<file path="config.mk">
export PLATFORM = sky130hd
export DESIGN_NAME = gtc_timer
export DESIGN_NICKNAME = d
export VERILOG_FILES = /design/src/design/gtc_pkg.sv /design/src/design/gtc_timer.sv
export VERILOG_INCLUDE_DIRS = /design/src /design/src/design
export SDC_FILE = /design/constraint.sdc
export NUM_CORES = 1
export LEC_CHECK = 0
export ABC_AREA = 1
export BUFFER_PORTS_ARGS = -buffer_cell sky130_fd_sc_hd__clkbuf_2
export CAP_MARGIN = 10
export CORE_MARGIN = 2
export CORE_UTILIZATION = 43
export DETAILED_ROUTE_END_ITERATION = 12
export PLACE_DENSITY_LB_ADDON = 0.15
export SLEW_MARGIN = 20
export SYNTH_ARGS = -nofsm -noshare
export SYNTH_HDL_FRONTEND = slang
export SYNTH_SLANG_ARGS = --single-unit
</file>
<file path="constraint.sdc">
create_clock -name pclk -period 2.1 [get_ports pclk]
set_input_delay 0.315 -clock pclk [delete_from_list [all_inputs] [get_ports pclk]]
set_output_delay 0.315 -clock pclk [all_outputs]
set_load 0.02 [all_outputs]
</file>
<file path="src/design/gtc_cfg.svh">
// offsets, field positions, reset values and timing for the gated timer
`ifndef GTC_CFG_SVH
`define GTC_CFG_SVH

`define GTC_CLK_HZ        40000000
`define GTC_PERIOD_NS     25

`define GTC_OFS_CTRL      8'h00
`define GTC_OFS_OSC       8'h04
`define GTC_OFS_STATUS    8'h08
`define GTC_OFS_COUNT     8'h0C

`define GTC_CTRL_TIMER_ON 0
`define GTC_CTRL_OSC_EN   1
`define GTC_CTRL_GATE_EN  2
`define GTC_CTRL_SRC_LO   3
`define GTC_CTRL_SRC_HI   4
`define GTC_CTRL_PS_LO    5
`define GTC_CTRL_PS_HI    6

`define GTC_OSC_MODE_LO   0
`define GTC_OSC_MODE_HI   2
`define GTC_OSC_CLOCK_OUTPUT_FUNCTION    3

`define GTC_ST_WRAP       0
`define GTC_ST_OSC_RUN    1
`define GTC_ST_EXT_OK     2
`define GTC_ST_LP_OK      3
`define GTC_ST_GATED      4

`define GTC_CTRL_RESET    7'h00
`define GTC_OSC_RESET     4'h0
`define GTC_COUNT_RESET   16'h0000

`endif

</file>
<file path="src/design/gtc_pkg.sv">
// types shared by the gated timer
package gtc_pkg;

   // processor oscillator mode, as held in the oscillator register
   typedef enum logic [2:0] {
      GTC_OSC_EXT_CLOCK,
      GTC_OSC_INT_RC,
      GTC_OSC_RC,
      GTC_OSC_LOW_POWER,
      GTC_OSC_CRYSTAL,
      GTC_OSC_HIGH_SPEED
   } gtc_osc_mode_t;

   // count source selected by software
   typedef enum logic [1:0] {
      GTC_SRC_SYSTEM,
      GTC_SRC_EXT_PIN,
      GTC_SRC_LOW_POWER,
      GTC_SRC_NONE
   } gtc_src_t;

endpackage

</file>
<file path="src/design/gtc_timer.sv">
// gated timer with prescaler, source selection and APB registers
`timescale 1ns/1ps
`default_nettype none
`include "gtc_cfg.svh"

module gtc_timer (
   // clock and reset
   input  wire logic        pclk,
   input  wire logic        presetn,
   // apb slave
   input  wire logic        psel,
   input  wire logic        penable,
   input  wire logic        pwrite,
   input  wire logic [7:0]  paddr,
   input  wire logic [31:0] pwdata,
   output var  logic [31:0] prdata,
   output var  logic        pready,
   output var  logic        pslverr,
   // count inputs
   input  wire logic        timer_ext_clock_in,
   input  wire logic        count_gate_n,
   input  wire logic        lp_osc_wave,
   input  wire logic        sleep_mode,
   // outputs
   output var  logic        lp_osc_run,
   output var  logic [15:0] count_value,
   output var  logic        count_wrap
);

   // decoded register index, 4 means unmapped
   function automatic logic [2:0] reg_index(input logic [7:0] a);
      case (a)
         `GTC_OFS_CTRL:   reg_index = 3'h0;
         `GTC_OFS_OSC:    reg_index = 3'h1;
         `GTC_OFS_STATUS: reg_index = 3'h2;
         `GTC_OFS_COUNT:  reg_index = 3'h3;
         default:         reg_index = 3'h4;
      endcase
   endfunction

   logic [6:0]  ctrl;
   logic [3:0]  osc_cfg;
   logic        wrap_flag;
   logic [2:0]  pre_cnt;
   logic        ext_q;
   logic        ext_prev;
   logic        lp_q;
   logic        lp_prev;
   logic        gate_q;
   logic        access;
   logic        done;
   logic        wr_ctrl;
   logic        wr_osc;
   logic        wr_status;
   logic        wr_count;
   logic        timer_on;
   logic        gate_en;
   logic [1:0]  ps_sel;
   logic [2:0]  ps_top;
   logic        clock_output_function_on;
   logic        ext_ok;
   logic        lp_ok;
   logic        gate_open;
   logic        src_tick;
   logic        step;
   logic        pre_wrap;
   logic        next_osc_run;
   logic [31:0] next_rdata;
   gtc_pkg::gtc_osc_mode_t osc_mode;
   gtc_pkg::gtc_src_t      src;

   // apb handshake: one wait state, answer in the second access cycle
   assign access    = psel & penable;
   assign done      = access & pready;
   assign wr_ctrl   = done & pwrite & (reg_index(paddr) == 3'h0);
   assign wr_osc    = done & pwrite & (reg_index(paddr) == 3'h1);
   assign wr_status = done & pwrite & (reg_index(paddr) == 3'h2);
   assign wr_count  = done & pwrite & (reg_index(paddr) == 3'h3);

   // configuration fields
   assign timer_on  = ctrl[`GTC_CTRL_TIMER_ON];
   assign gate_en   = ctrl[`GTC_CTRL_GATE_EN];
   assign ps_sel    = ctrl[`GTC_CTRL_PS_HI:`GTC_CTRL_PS_LO];
   assign src       = gtc_pkg::gtc_src_t'(ctrl[`GTC_CTRL_SRC_HI:`GTC_CTRL_SRC_LO]);
   assign osc_mode  = gtc_pkg::gtc_osc_mode_t'(osc_cfg[`GTC_OSC_MODE_HI:`GTC_OSC_MODE_LO]);
   assign clock_output_function_on = osc_cfg[`GTC_OSC_CLOCK_OUTPUT_FUNCTION];

   // shared pin is free only when the oscillator leaves it alone
   assign ext_ok = (osc_mode == gtc_pkg::GTC_OSC_EXT_CLOCK)
                 | ((osc_mode == gtc_pkg::GTC_OSC_INT_RC) & ~clock_output_function_on)
                 | ((osc_mode == gtc_pkg::GTC_OSC_RC) & ~clock_output_function_on);

   assign lp_ok = (osc_mode == gtc_pkg::GTC_OSC_INT_RC) & ~clock_output_function_on;

   // as system clock the oscillator halts in sleep, else it follows its enable
   always_comb begin
      if (osc_mode == gtc_pkg::GTC_OSC_LOW_POWER) begin
         next_osc_run = ~sleep_mode;
      end else begin
         next_osc_run = ctrl[`GTC_CTRL_OSC_EN];
      end
   end

   always_ff @(posedge pclk or negedge presetn) begin
      if (!presetn) begin
         lp_osc_run <= 1'b0;
      end else begin
         lp_osc_run <= next_osc_run;
      end
   end

   // inputs are synchronous; one stage plus a previous copy for edges
   always_ff @(posedge pclk or negedge presetn) begin
      if (!presetn) begin
         ext_q    <= 1'b0;
         ext_prev <= 1'b0;
         lp_q     <= 1'b0;
         lp_prev  <= 1'b0;
         gate_q   <= 1'b1;
      end else begin
         ext_q    <= timer_ext_clock_in;
         ext_prev <= ext_q;
         lp_q     <= lp_osc_wave;
         lp_prev  <= lp_q;
         gate_q   <= count_gate_n;
      end
   end

   // rising edge of the selected count clock
   always_comb begin
      case (src)
         gtc_pkg::GTC_SRC_SYSTEM:    src_tick = 1'b1;
         gtc_pkg::GTC_SRC_EXT_PIN:   src_tick = ext_ok & ext_q & ~ext_prev;
         gtc_pkg::GTC_SRC_LOW_POWER: src_tick = lp_ok & lp_osc_run & lp_q & ~lp_prev;
         default:                    src_tick = 1'b0;
      endcase
   end

   // gate ignored when gating is off; a high gate blocks the tick
   assign gate_open = ~gate_en | ~gate_q;
   // gating before the prescaler stops both stages together
   assign step      = timer_on & src_tick & gate_open;

   // prescale ratio 1, 2, 4 or 8
   assign ps_top   = 3'((4'h1 << ps_sel) - 4'h1);
   assign pre_wrap = step & (pre_cnt >= ps_top);

   // prescaler holds its value while gated, never cleared by the gate
   always_ff @(posedge pclk or negedge presetn) begin
      if (!presetn) begin
         pre_cnt <= 3'h0;
      end else if (wr_count) begin
         pre_cnt <= 3'h0;
      end else if (pre_wrap) begin
         pre_cnt <= 3'h0;
      end else if (step) begin
         pre_cnt <= pre_cnt + 3'h1;
      end
   end

   // counter: software load wins, otherwise advance on prescaler wrap
   always_ff @(posedge pclk or negedge presetn) begin
      if (!presetn) begin
         count_value <= `GTC_COUNT_RESET;
      end else if (wr_count) begin
         count_value <= pwdata[15:0];
      end else if (pre_wrap) begin
         count_value <= count_value + 16'h0001;
      end
   end

   always_ff @(posedge pclk or negedge presetn) begin
      if (!presetn) begin
         count_wrap <= 1'b0;
      end else begin
         count_wrap <= pre_wrap & ~wr_count & (count_value == 16'hFFFF);
      end
   end

   // sticky wrap flag, write one to clear; a new wrap beats the clear
   always_ff @(posedge pclk or negedge presetn) begin
      if (!presetn) begin
         wrap_flag <= 1'b0;
      end else if (count_wrap) begin
         wrap_flag <= 1'b1;
      end else if (wr_status & pwdata[`GTC_ST_WRAP]) begin
         wrap_flag <= 1'b0;
      end
   end

   // configuration registers
   always_ff @(posedge pclk or negedge presetn) begin
      if (!presetn) begin
         ctrl <= `GTC_CTRL_RESET;
      end else if (wr_ctrl) begin
         ctrl <= pwdata[6:0];
      end
   end

   always_ff @(posedge pclk or negedge presetn) begin
      if (!presetn) begin
         osc_cfg <= `GTC_OSC_RESET;
      end else if (wr_osc) begin
         osc_cfg <= pwdata[3:0];
      end
   end

   // read mux
   always_comb begin
      next_rdata = 32'h0000_0000;
      case (reg_index(paddr))
         3'h0: next_rdata[6:0] = ctrl;
         3'h1: next_rdata[3:0] = osc_cfg;
         3'h2: begin
            next_rdata[`GTC_ST_WRAP]    = wrap_flag;
            next_rdata[`GTC_ST_OSC_RUN] = lp_osc_run;
            next_rdata[`GTC_ST_EXT_OK]  = ext_ok;
            next_rdata[`GTC_ST_LP_OK]   = lp_ok;
            next_rdata[`GTC_ST_GATED]   = ~gate_open;
         end
         3'h3: next_rdata[15:0] = count_value;
         default: next_rdata = 32'h0000_0000;
      endcase
   end

   // answer registered so all bus outputs come from flops
   always_ff @(posedge pclk or negedge presetn) begin
      if (!presetn) begin
         pready  <= 1'b0;
         pslverr <= 1'b0;
         prdata  <= 32'h0000_0000;
      end else begin
         pready  <= access & ~pready;
         pslverr <= access & ~pready & (reg_index(paddr) == 3'h4);
         prdata  <= (access & ~pready & ~pwrite) ? next_rdata : 32'h0000_0000;
      end
   end

   // checks

   a_gate_holds_count: assert property (@(posedge pclk) disable iff (!presetn)
      (gate_en && gate_q && !wr_count) |=> ($stable(count_value) && $stable(pre_cnt)))
      else $error("count moved while gate held it");

   a_gate_stops_step: assert property (@(posedge pclk) disable iff (!presetn)
      (gate_en && gate_q) |-> !step)
      else $error("step taken with gate closed");

   a_open_gate_counts: assert property (@(posedge pclk) disable iff (!presetn)
      (timer_on && !gate_en && src == gtc_pkg::GTC_SRC_SYSTEM && ps_sel == 2'h0
       && !wr_count) |=> (count_value == $past(count_value) + 16'h0001))
      else $error("open gate did not count");

   a_ungated_ignores_pin: assert property (@(posedge pclk) disable iff (!presetn)
      (!gate_en && timer_on && src_tick) |-> step)
      else $error("gate pin acted with gating off");

   // mode list written out again so a slip in the availability decode shows up
   a_ext_only_free_pin: assert property (@(posedge pclk) disable iff (!presetn)
      (step && src == gtc_pkg::GTC_SRC_EXT_PIN) |->
      ((osc_mode == gtc_pkg::GTC_OSC_EXT_CLOCK)
       || ((osc_mode == gtc_pkg::GTC_OSC_INT_RC || osc_mode == gtc_pkg::GTC_OSC_RC)
           && !clock_output_function_on)))
      else $error("external clock used in wrong mode");

   a_lp_needs_rc: assert property (@(posedge pclk) disable iff (!presetn)
      (step && src == gtc_pkg::GTC_SRC_LOW_POWER) |->
      (osc_mode == gtc_pkg::GTC_OSC_INT_RC && !clock_output_function_on))
      else $error("low-power source outside internal RC mode");

   a_osc_sleep_halt: assert property (@(posedge pclk) disable iff (!presetn)
      (osc_mode == gtc_pkg::GTC_OSC_LOW_POWER && sleep_mode) |=> !lp_osc_run)
      else $error("system oscillator ran in sleep");

   a_osc_keeps_running: assert property (@(posedge pclk) disable iff (!presetn)
      (ctrl[`GTC_CTRL_OSC_EN] && osc_mode != gtc_pkg::GTC_OSC_LOW_POWER)
      |=> lp_osc_run)
      else $error("enabled oscillator stopped");

   a_prescale_ratio: assert property (@(posedge pclk) disable iff (!presetn)
      (step && !wr_count && ps_sel == 2'h3 && pre_cnt != 3'h7)
      |=> (pre_cnt == $past(pre_cnt) + 3'h1 && $stable(count_value)))
      else $error("prescaler divided by wrong ratio");

   a_apb_one_wait: assert property (@(posedge pclk) disable iff (!presetn)
      (access && !pready) |=> pready ##1 !pready)
      else $error("apb answer timing wrong");

   // bus refusal and idle answer
   a_unmapped_error: assert property (@(posedge pclk) disable iff (!presetn)
      (access && !pready && reg_index(paddr) == 3'h4) |=> (pready && pslverr))
      else $error("unmapped access not refused");

   a_answer_quiet: assert property (@(posedge pclk) disable iff (!presetn)
      !pready |-> (prdata == 32'h0000_0000 && !pslverr))
      else $error("bus answer outside ready");

   // counting, loading and wrap
   a_prescale_holds: assert property (@(posedge pclk) disable iff (!presetn)
      (!step && !wr_count) |=> $stable(pre_cnt))
      else $error("prescaler moved without a step");

   a_ext_edge_counts: assert property (@(posedge pclk) disable iff (!presetn)
      (timer_on && !gate_en && src == gtc_pkg::GTC_SRC_EXT_PIN && ext_ok
       && ps_sel == 2'h0 && ext_q && !ext_prev && !wr_count)
      |=> (count_value == $past(count_value) + 16'h0001))
      else $error("external edge not counted");

   a_lp_clock_output_function_blocks: assert property (@(posedge pclk) disable iff (!presetn)
      (src == gtc_pkg::GTC_SRC_LOW_POWER && clock_output_function_on && !wr_count) |=> $stable(count_value))
      else $error("low-power source counted with clock output on");

   a_load_wins: assert property (@(posedge pclk) disable iff (!presetn)
      wr_count |=> (count_value == $past(pwdata[15:0])))
      else $error("count load lost");

   a_wrap_one_pulse: assert property (@(posedge pclk) disable iff (!presetn)
      count_wrap |=> !count_wrap)
      else $error("wrap pulse stretched");

   a_wrap_sets_flag: assert property (@(posedge pclk) disable iff (!presetn)
      count_wrap |=> wrap_flag)
      else $error("wrap flag not set");

   // oscillator run control
   a_lp_runs_asleep: assert property (@(posedge pclk) disable iff (!presetn)
      (src == gtc_pkg::GTC_SRC_LOW_POWER && lp_ok && ctrl[`GTC_CTRL_OSC_EN] && sleep_mode)
      |=> lp_osc_run)
      else $error("timer oscillator stopped in sleep");

   a_osc_idle_off: assert property (@(posedge pclk) disable iff (!presetn)
      (!ctrl[`GTC_CTRL_OSC_EN] && osc_mode != gtc_pkg::GTC_OSC_LOW_POWER) |=> !lp_osc_run)
      else $error("oscillator ran without enable");

   c_gated_hold: cover property (@(posedge pclk) disable iff (!presetn)
      gate_en && gate_q && timer_on ##1 gate_en && !gate_q && step);

   c_ext_count: cover property (@(posedge pclk) disable iff (!presetn)
      step && src == gtc_pkg::GTC_SRC_EXT_PIN);

   c_lp_in_sleep: cover property (@(posedge pclk) disable iff (!presetn)
      step && src == gtc_pkg::GTC_SRC_LOW_POWER && sleep_mode);

   c_wrap: cover property (@(posedge pclk) disable iff (!presetn) count_wrap);

   c_prescale_wrap: cover property (@(posedge pclk) disable iff (!presetn)
      pre_wrap && ps_sel == 2'h3);

endmodule
`default_nettype wire

</file>
==> out/metrics.yaml <==
status:
  status: "complete, no violations"
job:
  cap_violations: 0
cts:
  cts_tree: "built"
  hold_buffers: 0
  cts_root_buf: "clkbuf_8"
  cts_sinks: 56
  worstSkewPairLatency_ps: 320
  cts_resized: 0
  path_clk_slew_ps: 100
  cts_max_level: 2
  cts_buffers: 5
  cts_setup_buffers: 0
  clockBufferDepth: 2
yosys:
  ys_seq_area_frac: 0.451
  yosysTopAreaCell: "dfrtp_1"
  synth_seq_cells: 56
  synth_cells: 414
  ys.flop_type: "dfrtp_1"
  synth.most_common_cell: "nand2_1"
  synth.cells.most_frequent: "nand2_1 (140), dfrtp_1 (55), nand3_1 (37), nor2_1 (36), inv_1 (34)"
  synth_cell_types: 32
  synth_area_mm2: 0.00311
  synth_top_area_share: 0.443
  synth-async-reset-ratio: 1.00
  avgSynthCellArea_um2: 7.51
  synth_edf_count: 0
  yosysWarnings: 0
  ys_top_cells_by_area: "dfrtp_1 (44%), nand2_1 (17%), nand3_1 (6.0%)"
timing:
  setup_violations: 0
  setup_slack_ps: 191
  fin_setup_tns_ps: 0
  rsz0062_at_grt: "false"
  drv_slew: 0
  skew_ps: 12.9
  holdWs_ps: 77.3
  slew_headroom: 0.531
  fmax_ghz: 0.524
  finalHoldViolations: 0
  worst_pin_slew_ps: 704
  post-route-min-period_ps: 1910
  period_share: 0.909
route:
  vias: 2817
  drt_first_pass_iters: 4
  drtIter0Drc: 145
  via_per_inst: 4.84
  ant_nets: 0
  wl_um: 7360
  post_drt_wl_per_cell_um: 12.7
  route.detailed.drc: 0
critical_path:
  cp_slowest_stage_delay_ps: 440
  rrSetupSlack_ps: 190
  path_cells: "or2_2 > ha_1 > nand3_1 > nand3_1 > nand4_4 > buf_4 > nand3_1 > nand2_1"
  path_common_cell: "nand3_1"
  worstSetupPathType: "reg2reg"
  cp_data_required_time_ps: 2320
  crit_arrival_ps: 2130
  critPathLaunch: "ctrl[6]$_DFFE_PN0P_"
  crit_slowest_cell: "dfrtp_1"
  end_kind: "flop"
  cp_top_family: "simple AND/OR/NAND/NOR gates"
  cp_max_fo: 14
  startpoint_type: "flop"
  critPathBufInv: 1
  rr_startpoint: "ctrl[6]$_DFFE_PN0P_"
place:
  gp_congestion: 0.911
  dpl.hpwl_um: 5670
  dpl_worst_slack_ps: 154
  portBuffers: 68
  dp.cells: 574
global_route:
  grt_use_met2: 0.301
  grt-busiest-layer: "met2"
  antenna_found_initial: 0
  grt_start_max_net_pins: 57
  gr-usage-met1: 0.300
  track_usage: 0.198
  grtUsageMet3: 0.0259
  grt_pass1_vias: 2582
  grt_pass1_wl_um: 12200
  overflow: 0
cells_and_area:
  final_cell_count_no_fill: 582
  drive_gt1_frac: 0.200
  diodes: 0
  area_growth_pct: 16.7
  nNetsFinal: 539
  fillers: 742
power:
  ir_worst_vdd_uv: 281
  power.density_mw_per_mm2: 547
  power_w: 0.00198
  leakagePower_nw: 1.88
worst_hold_path:
  hold_path_class: "in2reg"
  hold_path_startpoint: "count_gate_n"
floorplan:
  fp.dieW_um: 89.0
  start_util: 0.450
  pin_count: 101
  dieArea_mm2: 0.00793
  placementRows: 30
  core_area_mm2: 0.00691
  die_h_um: 89.0
stage by stage:
stage,area (µm²),util
6_report,3630,0.525
5_1_grt,3630,0.525
4_1_cts,3620,0.524
3_3_place_gp,3500,0.506
3_5_place_dp,3500,0.506
2_1_floorplan,3170,-
where the power goes:
part	leakage, nW	internal [W]	total (W)	switching, W
combinational	1.05	0.0000336	0.000119	0.0000857
sequential	0.758	0.00109	0.00109	0.00000552
clock	0.0645	0.000421	0.000770	0.000349
placed cells by master, fill, tap and decap left out, drive strengths merged:
cell and count:
clkbuf 75, nor3b 1, nor3 13, nand3b 1, buf 6, nand3 38
a21oi 5, nor2 39, a31oi 1, nand4 10, dfstp 1, or2 1
bufinv 1, xnor2 1, o21ai 30, dfrtp 55, conb 16, inv 38
xor2 5, a21o 1, a21boi 1, ha 5, nand2 142
flip-flops by register name, indices dropped and copies added, names as in the netlist:
name         flops
pready           1
gate_q           1
count_wrap       1
wrap_flag        1
ctrl             7
ext_q            1
lp_prev          1
ext_prev         1
prdata          16
pre_cnt          3
count_value     16
lp_osc_run       1
osc_cfg          4
pslverr          1
lp_q             1
path summary, 6_finish.rpt:
check,endpoint,cells past startpoint
worst min-delay path,gate_q$_DFF_PN1_,1
max in group asynchronous,prdata[12]$_DFF_PN0_,2
min in group asynchronous,lp_prev$_DFF_PN0_,2
worst max register to register,count_value[9]$_DFFE_PN0P_,8
worst min register to register,ext_prev$_DFF_PN0_,0
worst max-delay path,count_value[9]$_DFFE_PN0P_,8
kinds of logic after synthesis:
family          count (synthesis)  synth area share
fa+ha+maj                       5            0.0201
compound gates                 38            0.0632
buf+inv                        63             0.102
simple gates                  245             0.345
flops                          56             0.451
other cells                     1           0.00121
xor+xnor                        6            0.0169
area by class of cell:
cell class              instances  area [µm²]  area share
multi-input cells             310        1450       0.400
flip-flops and latches         56        1400       0.387
repair buffers                 74         385       0.106
inverters                      38         143      0.0393
well taps                      96         120      0.0331
clock buffers                   7        96.3      0.0266
clock inverters                 1        30.0     0.00828
layer usage:
metal	vias to the layer above	wire (µm)
met5	-	0
met4	0	93
met3	8	497
met2	99	3210
met1	1277	3560
li1	1433	-
No activity file was read; power rests on OpenSTA's default activity.
